<file path="src/common/mag_pkg.sv">
package mag_pkg;
  localparam int             CMD_W         = 8;
  localparam int             RES_W         = 16;
  localparam int             PCNT_W        = 13;
  localparam int             AXES          = 3;
  localparam int             BITCNT_W      = 5;
  localparam int             SYNC_W        = 7;
  localparam int             CMD_CLK_TEST  = 7;
  localparam int             CMD_PS_HI     = 6;
  localparam int             CMD_PS_LO     = 4;
  localparam int             CMD_TEST_DIR  = 3;
  localparam int             CMD_CONT_TEST = 2;
  localparam int             CMD_AXIS_HI   = 1;
  localparam int             CMD_AXIS_LO   = 0;
  localparam logic [7:0]     CMD_RESET     = 8'h00;
  localparam logic [12:0]    PERIOD_BASE   = 13'h0020;
  localparam logic [1:0]     AXIS_X0       = 2'h0;
  localparam logic [1:0]     AXIS_X1       = 2'h1;
  localparam logic [1:0]     AXIS_Y        = 2'h2;
  localparam logic [1:0]     AXIS_Z        = 2'h3;
  localparam logic [4:0]     CMD_BITS      = 5'h08;
  localparam logic [4:0]     RES_BITS      = 5'h10;
  // sync vector order {osc_comp[2:0], reset, select_n, mosi, sclk}
  localparam logic [6:0]     SYNC_RST      = 7'h04;
  localparam int             CLK_HZ        = 20_000_000;
  localparam int             HS_CLK_HZ     = 2_000_000;
  localparam int             HS_DIV        = CLK_HZ / HS_CLK_HZ;

  typedef enum logic [2:0] {
    ST_WAIT_CMD,
    ST_FWD_START,
    ST_FWD,
    ST_REV_START,
    ST_REV,
    ST_RESULT,
    ST_SLEEP,
    ST_CONT_TEST
  } mag_state_e;

  function automatic logic [12:0] period_count(input logic [2:0] sel);
    period_count = PERIOD_BASE << sel;
  endfunction

  function automatic logic [2:0] axis_onehot(input logic [1:0] sel);
    unique case (sel)
      AXIS_X0: axis_onehot = 3'h1;
      AXIS_X1: axis_onehot = 3'h1;
      AXIS_Y:  axis_onehot = 3'h2;
      AXIS_Z:  axis_onehot = 3'h4;
    endcase
  endfunction
endpackage

</file>
<file path="src/rtl/mag_meas_top.sv">
// Operation
// - one eight-bit command configures and starts a measurement of a single axis.
// - time the period count with a 2 MHz internal clock, per bias direction.
// - result is the signed 16-bit difference of forward and reverse times.
// - bias forward and count, bias reverse and count, then subtract.
// - data lines change only while serial clock is low.
// - command bits: clock test, period select, test direction, continuous test, axis.
// - axis codes 0 and 1 give X, 2 gives Y, 3 gives Z.
// - period count doubles per code, 32 up to 4096.
// - at 4096 periods the time counter may overflow.
// - continuous test runs the selected oscillator until the next reset.
// - test direction bit only matters when continuous test is set.
// - clock test pad shows internal clock halved when enabled, else high.
// - idle when not transferring or measuring, only after a first measurement.
// - start executing once the eighth command bit is in.
// - raise result ready when the measurement finishes.
// - master gives 16 clocks; device shifts the result out meanwhile.
// - command and result travel most significant bit first.
// - data output floats while select is high.
// - result ready low after reset until the data exists.
// - sample on rising serial clock, change output on falling.
module mag_meas_top #(
  parameter int HS_DIV = mag_pkg::HS_DIV
) (
  input  wire logic                     i_clock,
  input  wire logic                     i_rst_n,
  input  wire logic                     i_sclk,
  input  wire logic                     i_mosi,
  input  wire logic                     i_device_select_n,
  input  wire logic                     i_reset,
  input  wire logic [mag_pkg::AXES-1:0] i_osc_comp,
  output logic                          o_miso,
  output logic                          o_miso_oe,
  output logic                          o_result_ready,
  output logic                          o_clock_test_output,
  output logic                          o_bias_forward,
  output logic      [mag_pkg::AXES-1:0] o_osc_enable,
  output logic                          o_idle
);
  import mag_pkg::*;

  localparam int HS_CNT_W = $clog2(HS_DIV);

  logic [SYNC_W-1:0]   sync_lvl;
  logic                sclk_s;
  logic                mosi_s;
  logic                sel_n_s;
  logic                dev_reset;
  logic [AXES-1:0]     osc_s;
  logic                sclk_prev;
  logic                sclk_rise;
  logic                sclk_fall;
  logic [HS_CNT_W-1:0] hs_cnt;
  logic                hs_tick;
  logic                hs_half;
  mag_state_e          state;
  logic [CMD_W-1:0]    cmd;
  logic [CMD_W-1:0]    cmd_shift;
  logic [CMD_W-1:0]    next_cmd;
  logic [BITCNT_W-1:0] bit_cnt;
  logic [AXES-1:0]     axis_en;
  logic                osc_sel;
  logic                timer_start;
  logic                timer_done;
  logic [RES_W-1:0]    timer_time;
  logic [RES_W-1:0]    fwd_time;
  logic [RES_W-1:0]    diff;
  logic [RES_W-1:0]    res_shift;
  logic                seen_meas;

  mag_sync #(
    .WIDTH   (SYNC_W),
    .RST_VAL (SYNC_RST)
  ) u_sync (
    .i_clock (i_clock),
    .i_rst_n (i_rst_n),
    .i_async ({i_osc_comp, i_reset, i_device_select_n, i_mosi, i_sclk}),
    .o_level (sync_lvl)
  );

  assign sclk_s    = sync_lvl[0];
  assign mosi_s    = sync_lvl[1];
  assign sel_n_s   = sync_lvl[2];
  assign dev_reset = sync_lvl[3];
  assign osc_s     = sync_lvl[6:4];

  // serial edges only count while selected
  assign sclk_rise = sclk_s & ~sclk_prev & ~sel_n_s;
  assign sclk_fall = ~sclk_s & sclk_prev & ~sel_n_s;

  always_ff @(posedge i_clock) begin
    if (!i_rst_n) begin
      sclk_prev <= 1'b0;
    end else begin
      sclk_prev <= sclk_s;
    end
  end

  // internal high-speed clock as a tick, so every flop stays on i_clock
  always_ff @(posedge i_clock) begin
    if (!i_rst_n) begin
      hs_cnt  <= '0;
      hs_tick <= 1'b0;
    end else if (hs_cnt == HS_CNT_W'(HS_DIV - 1)) begin
      hs_cnt  <= '0;
      hs_tick <= 1'b1;
    end else begin
      hs_cnt  <= hs_cnt + 1'b1;
      hs_tick <= 1'b0;
    end
  end

  always_ff @(posedge i_clock) begin
    if (!i_rst_n) begin
      hs_half             <= 1'b0;
      o_clock_test_output <= 1'b1;
    end else begin
      if (hs_tick) begin
        hs_half <= ~hs_half;
      end
      o_clock_test_output <= cmd[CMD_CLK_TEST] ? hs_half : 1'b1;
    end
  end

  assign next_cmd = {cmd_shift[CMD_W-2:0], mosi_s};

  always_ff @(posedge i_clock) begin
    if (!i_rst_n || dev_reset) begin
      state     <= ST_WAIT_CMD;
      cmd       <= CMD_RESET;
      cmd_shift <= CMD_RESET;
      bit_cnt   <= '0;
    end else begin
      unique case (state)
        ST_WAIT_CMD: begin
          if (sel_n_s) begin
            // a byte cut short by deselect is dropped, not resumed
            bit_cnt <= '0;
          end else if (sclk_rise) begin
            cmd_shift <= next_cmd;
            if (bit_cnt == CMD_BITS - 5'h01) begin
              cmd     <= next_cmd;
              bit_cnt <= '0;
              if (next_cmd[CMD_CONT_TEST]) begin
                state <= ST_CONT_TEST;
              end else begin
                state <= ST_FWD_START;
              end
            end else begin
              bit_cnt <= bit_cnt + 1'b1;
            end
          end
        end
        ST_FWD_START: begin
          state <= ST_FWD;
        end
        ST_FWD: begin
          if (timer_done) begin
            state <= ST_REV_START;
          end
        end
        ST_REV_START: begin
          state <= ST_REV;
        end
        ST_REV: begin
          if (timer_done) begin
            state <= ST_RESULT;
          end
        end
        ST_RESULT: begin
          if (sclk_rise) begin
            if (bit_cnt == RES_BITS - 5'h01) begin
              bit_cnt <= '0;
              state   <= ST_SLEEP;
            end else begin
              bit_cnt <= bit_cnt + 1'b1;
            end
          end
        end
        ST_SLEEP: begin
          // a new command needs the reset pin first
          state <= ST_SLEEP;
        end
        ST_CONT_TEST: begin
          // left only by the reset pin
          state <= ST_CONT_TEST;
        end
      endcase
    end
  end

  assign axis_en     = axis_onehot(cmd[CMD_AXIS_HI:CMD_AXIS_LO]);
  assign osc_sel     = |(axis_onehot(cmd[CMD_AXIS_HI:CMD_AXIS_LO]) & osc_s);
  assign timer_start = (state == ST_FWD_START) || (state == ST_REV_START);

  // one timer serves both directions; forward time is parked in fwd_time
  mag_osc_timer #(
    .CNT_W  (PCNT_W),
    .TIME_W (RES_W)
  ) u_timer (
    .i_clock   (i_clock),
    .i_rst_n   (i_rst_n),
    .i_abort   (dev_reset),
    .i_start   (timer_start),
    .i_osc     (osc_sel),
    .i_tick    (hs_tick),
    .i_periods (period_count(cmd[CMD_PS_HI:CMD_PS_LO])),
    .o_done    (timer_done),
    .o_time    (timer_time)
  );

  assign diff = fwd_time - timer_time;

  always_ff @(posedge i_clock) begin
    if (!i_rst_n || dev_reset) begin
      fwd_time  <= '0;
      res_shift <= '0;
      o_miso    <= 1'b0;
    end else begin
      if (state == ST_FWD && timer_done) begin
        fwd_time <= timer_time;
      end
      if (state == ST_REV && timer_done) begin
        res_shift <= diff;
        o_miso    <= diff[RES_W-1];
      end else if ((state == ST_RESULT || state == ST_SLEEP) && sclk_fall) begin
        // the last bit is cleared by the fall after the sixteenth rise, never while sclk is high
        res_shift <= {res_shift[RES_W-2:0], 1'b0};
        o_miso    <= res_shift[RES_W-2];
      end else if (state != ST_RESULT && state != ST_SLEEP) begin
        // the command byte sees a steady low; the host ignores it anyway
        o_miso <= 1'b0;
      end
    end
  end

  always_ff @(posedge i_clock) begin
    if (!i_rst_n) begin
      o_miso_oe <= 1'b0;
    end else begin
      o_miso_oe <= ~sel_n_s;
    end
  end

  always_ff @(posedge i_clock) begin
    if (!i_rst_n || dev_reset) begin
      o_result_ready <= 1'b0;
    end else if (state == ST_REV && timer_done) begin
      o_result_ready <= 1'b1;
    end
  end

  always_ff @(posedge i_clock) begin
    if (!i_rst_n) begin
      o_osc_enable   <= '0;
      o_bias_forward <= 1'b0;
    end else begin
      unique case (state)
        ST_FWD_START, ST_FWD: begin
          o_osc_enable   <= axis_en;
          o_bias_forward <= 1'b1;
        end
        ST_REV_START, ST_REV: begin
          o_osc_enable   <= axis_en;
          o_bias_forward <= 1'b0;
        end
        ST_CONT_TEST: begin
          o_osc_enable   <= axis_en;
          o_bias_forward <= cmd[CMD_TEST_DIR];
        end
        ST_WAIT_CMD, ST_RESULT, ST_SLEEP: begin
          o_osc_enable   <= '0;
          o_bias_forward <= 1'b0;
        end
      endcase
    end
  end

  // the pin reset does not clear this: only power-on state is uncertain
  always_ff @(posedge i_clock) begin
    if (!i_rst_n) begin
      seen_meas <= 1'b0;
    end else if (state == ST_REV && timer_done) begin
      seen_meas <= 1'b1;
    end
  end

  always_ff @(posedge i_clock) begin
    if (!i_rst_n) begin
      o_idle <= 1'b0;
    end else begin
      o_idle <= seen_meas
        && (state == ST_SLEEP || (state == ST_WAIT_CMD && bit_cnt == '0));
    end
  end
endmodule

</file>
<file path="src/rtl/mag_sync.sv">
module mag_sync #(
  parameter int               WIDTH   = 1,
  parameter logic [WIDTH-1:0] RST_VAL = '0
) (
  input  wire logic             i_clock,
  input  wire logic             i_rst_n,
  input  wire logic [WIDTH-1:0] i_async,
  output logic      [WIDTH-1:0] o_level
);
  logic [WIDTH-1:0] meta;
  logic [WIDTH-1:0] stage2;
  logic [WIDTH-1:0] stage3;
  logic [WIDTH-1:0] agree;

  assign agree = ~(stage2 ^ stage3);

  always_ff @(posedge i_clock) begin
    if (!i_rst_n) begin
      meta   <= RST_VAL;
      stage2 <= RST_VAL;
      stage3 <= RST_VAL;
    end else begin
      meta   <= i_async;
      stage2 <= meta;
      stage3 <= stage2;
    end
  end

  // a bit only moves once two settled stages agree, which rejects one-cycle glitches
  always_ff @(posedge i_clock) begin
    if (!i_rst_n) begin
      o_level <= RST_VAL;
    end else begin
      o_level <= (o_level & ~agree) | (stage2 & agree);
    end
  end
endmodule

</file>
<file path="src/rtl/mag_osc_timer.sv">
module mag_osc_timer #(
  parameter int CNT_W  = 13,
  parameter int TIME_W = 16
) (
  input  wire logic              i_clock,
  input  wire logic              i_rst_n,
  input  wire logic              i_abort,
  input  wire logic              i_start,
  input  wire logic              i_osc,
  input  wire logic              i_tick,
  input  wire logic [CNT_W-1:0]  i_periods,
  output logic                   o_done,
  output logic      [TIME_W-1:0] o_time
);
  logic             osc_prev;
  logic             busy;
  logic [CNT_W-1:0] edges;
  logic             osc_rise;

  assign osc_rise = i_osc & ~osc_prev;

  always_ff @(posedge i_clock) begin
    if (!i_rst_n) begin
      osc_prev <= 1'b0;
    end else begin
      osc_prev <= i_osc;
    end
  end

  always_ff @(posedge i_clock) begin
    if (!i_rst_n || i_abort) begin
      busy   <= 1'b0;
      edges  <= '0;
      o_time <= '0;
      o_done <= 1'b0;
    end else begin
      o_done <= 1'b0;
      if (i_start) begin
        busy   <= 1'b1;
        edges  <= '0;
        o_time <= '0;
      end else if (busy) begin
        if (i_tick) begin
          // long period counts may overflow; the count simply wraps
          o_time <= o_time + 1'b1;
        end
        if (osc_rise) begin
          if (edges == i_periods - 1'b1) begin
            busy   <= 1'b0;
            o_done <= 1'b1;
          end else begin
            edges <= edges + 1'b1;
          end
        end
      end
    end
  end
endmodule

</file>
<file path="config.mk">
export PLATFORM = sky130hd
export DESIGN_NAME = mag_meas_top
export DESIGN_NICKNAME = d
export VERILOG_FILES = /design/src/common/mag_pkg.sv /design/src/rtl/mag_meas_top.sv /design/src/rtl/mag_sync.sv /design/src/rtl/mag_osc_timer.sv
export SDC_FILE = /design/constraint.sdc
export NUM_CORES = 1
export LEC_CHECK = 0
export ABC_AREA = 1
export BUFFER_PORTS_ARGS = -buffer_cell sky130_fd_sc_hd__buf_2
export CAP_MARGIN = 20
export CORE_ASPECT_RATIO = 0.8
export CORE_MARGIN = 2
export CORE_UTILIZATION = 63
export CTS_BUF_LIST = sky130_fd_sc_hd__clkbuf_8
export CTS_CLUSTER_SIZE = 10
export DETAILED_ROUTE_END_ITERATION = 10
export PLACE_DENSITY = 0.83
export SLEW_MARGIN = 20
export SYNTH_ARGS = -nofsm -noshare
export SYNTH_HDL_FRONTEND = slang
export SYNTH_HIERARCHICAL = 1
export SYNTH_SLANG_ARGS = --single-unit
</file>
<file path="constraint.sdc">
create_clock -name i_clock -period 2.9 [get_ports i_clock]
set_clock_uncertainty 0.2 [all_clocks]
set_input_delay 0.145 -clock i_clock [delete_from_list [all_inputs] [get_ports i_clock]]
set_output_delay 0.145 -clock i_clock [all_outputs]
set_load 0.03 [all_outputs]
</file>
==> flow_summary.yaml <==
status:
  status: "complete, no violations"
yosys:
  syn_area_per_cell_um2: 6.91
  yosysTopAreaCell: "dfxtp_1"
  ys_top_cells_by_area: "dfxtp_1, nand2_1, inv_1"
  netlist_top_cells_count: "nand2_1, inv_1, dfxtp_1, nor2_1, a21oi_1"
  synth-seq-cells: 130
  synth-edff-count: 0
  ys.flop_type: "dfxtp_1"
  ys_types: 47
  synth_top_area_share_pct: 37.3
  synthesis.area_um2: 6970
  synthCells: 1009
  postSynth.asyncResetShare_pct: 0
  post-synth-top-count-cell: "nand2_1"
  synth-seq-area-share_pct: 37.3
  yosysWarnings: 6
pwr:
  pwr-share-comb_pct: 3.1
  p_per_area_nw_per_um2: 453
  internal_power_uw: 2630
  power.switching_uw: 882
  leakage_uw: 0.00350
  switching_share_pct: 25.1
  seqPwrFrac_pct: 51.5
  power_frac_clock_pct: 45.4
  ir_worst_vdd_v: 0.000450
die:
  fp.dieArea_um2: 11900
  start_util_pct: 64.3
  die_h_um: 98.1
  dieWidth_um: 122
  coreArea_um2: 10800
  pin_count: 18
  rows: 34
timing:
  fin_crit_ps: 2570
  setup_violations: 0
  finalCritPeriodShare_pct: 88.8
  fin_ws_ps: 325
  rsz0062_at_grt: "false"
  maxSlewViolCount: 0
  hold_violations: 0
  setup_tns_ps: 0
  max-slew-margin-rel_pct: 53.8
  whs_ps: 209
  clock.fmax_mhz: 388
  worst_slew_pin_slew_ps: 692
cts:
  cts_resized: 0
  cts-root-buf: "clkbuf_8"
  cts_made_buffers: 17
  clock_path_buffers: 2
  htree_levels: 4
  path_clk_slew_ps: 80
  insertion_delay_ps: 440
  cts.sinks: 130
  tritoncts: "done"
route:
  final_antenna_net_count: 0
  firstDrtPassIters: 5
  wirelength_mm: 15.1
  drc_errors: 0
  vias: 6254
  viasPerCell: 5.13
  first_iter_violations: 676
  post_drt_wl_per_cell_um: 12.4
cells_and_area:
  diodes: 0
  final_layout_size_suffix_gt1_share_pct: 9.77
  areaGrowthSynthToFinish_pct: 11.2
  nNetsFinal: 1096
placed_design:
  io_buffer_count: 17
  dpl_worst_slack_ps: 390
  gp_congestion: 0.909
  hpwl_mm: 10.7
run:
  drv_cap: 0
global_route:
  grt_max_degree: 34
  grt_pass1_wl_mm: 25.7
  first_global_vias: 5576
  gr-total-overflow: 0
  antenna_found_initial: 0
  grt_use_total_pct: 26.9
worst_setup_path:
  worst-endpoint-arrival_ps: 2730
  crit_path_start_kind: "register"
  worstSetupPathType: "register to register"
  crit_path_max_fanout: 14
  cp.required_ps: 3050
  worst_setup_path_end_kind: "register"
worst_hold_path:
  worstHoldPathType: "register to register"
==> placed cells by master (no fill, tap or decap), types with 3 or more instances in the layout <==
cell	instances
dfxtp_1	130
conb_1	22
nand2_1	254
nand3_4	3
or2_2	6
nor3b_2	3
nand2_2	6
nand2_4	6
nor2_4	4
a21oi_1	79
nor2_1	80
nand3b_1	8
nand4_1	8
clkbuf_8	17
xor2_1	17
buf_4	6
dlygate4sd3_1	9
inv_2	7
o21bai_1	3
nor4_1	3
nor3_1	23
xnor2_1	9
nor2_2	8
ha_1	24
buf_2	17
o21a_1	3
o21ai_0	46
o21ai_1	8
nand3_1	69
a211oi_1	10
inv_1	155
a31oi_1	3
inv_6	6
==> flip-flops by register name, indices dropped and copies added (netlist names), 4 cells and up, named ones only <==
signal and count:
cmd_shift 7, u_sync/stage3 7, u_timer/edges 13, hs_cnt 4, cmd 7, bit_cnt 5
u_timer/o_time 16, res_shift 15, u_sync/stage2 7, u_sync/meta 7, fwd_time 16
==> power by group through the flow <==
stage,logic (uW),registers (uW),clock network (uW)
after floorplan,73.2,1850,0
after global placement,92.4,1850,0
after detailed placement,94.0,1850,0
after CTS,104,1810,1620
after global routing,124,1810,1680
final,108,1810,1590
==> logic make-up after synthesis <==
family | Yosys count | share of synthesized area (%)
AND/OR/NAND/NOR | 486 | 31.8
buffers and inverters | 181 | 10.3
AO/OA/AOI/OAI | 159 | 12.4
flip-flops | 130 | 37.3
XOR/XNOR | 27 | 3.50
adder cells (fa/ha/maj) | 25 | 4.60
other | 1 | 0.0538
==> per-layer routing <==
metal  vias to the layer above  track usage [%]  routed length, um
met3                        14             6.07               1050
met4                         0             6.98                114
met2                       186             40.4               6360
met5                         -                0                  0
met1                      2758             39.3               7540
li1                       3296                -                  -
==> path summary, 6_finish.rpt <==
check                 start               end  slack (ps)  cells past startpoint
min reg2reg  u_sync/meta[1]  u_sync/stage2[1]         210                      2
max reg2reg          cmd[4]  u_timer/edges[0]         330                     14
min          u_sync/meta[1]  u_sync/stage2[1]         210                      2
max                  cmd[4]  u_timer/edges[0]         330                     14
==> metrics by stage <==
stage / util [%] / area (um2) / std cells / power (uW)
2_1_floorplan: - / 7050 / 1030 / 1920
3_3_place_gp: 66.9 / 7250 / 1178 / 1940
3_5_place_dp: 66.9 / 7250 / 1178 / 1940
4_1_cts: 71.4 / 7750 / 1219 / 3530
5_1_grt: 71.4 / 7750 / 1219 / 3610
6_report: 71.4 / 7750 / 1219 / 3510
==> layout make-up <==
class | instances | area, um2
clock buffer | 17 | 234
clock inverter | 15 | 171
fill | 919 | 3100
inverter | 162 | 608
multi-input combinational | 719 | 3730
sequential | 130 | 2600
tap | 144 | 180
timing repair buffer | 32 | 220
==> timing repair <==
action                                 4_1_cts  5_1_grt
buffers inserted                             0        0
hold buffers                                 9        0
endpoints found under the hold margin       17        0
==> worst max-delay path, stage by stage, from the launching register on <==
cell and delay (ps):
dfxtp_1 420, inv_1 110, nor3_1 450, nor2_1 140
inv_1 80, nor2_1 50, nand2_1 60, nand2_1 40
nand2_1 60, nand2_1 70, nor2_2 180, nand3_4 200
nand2_4 200, nand2_1 80, a21oi_1 130
No activity file was read; power rests on OpenSTA's default activity.
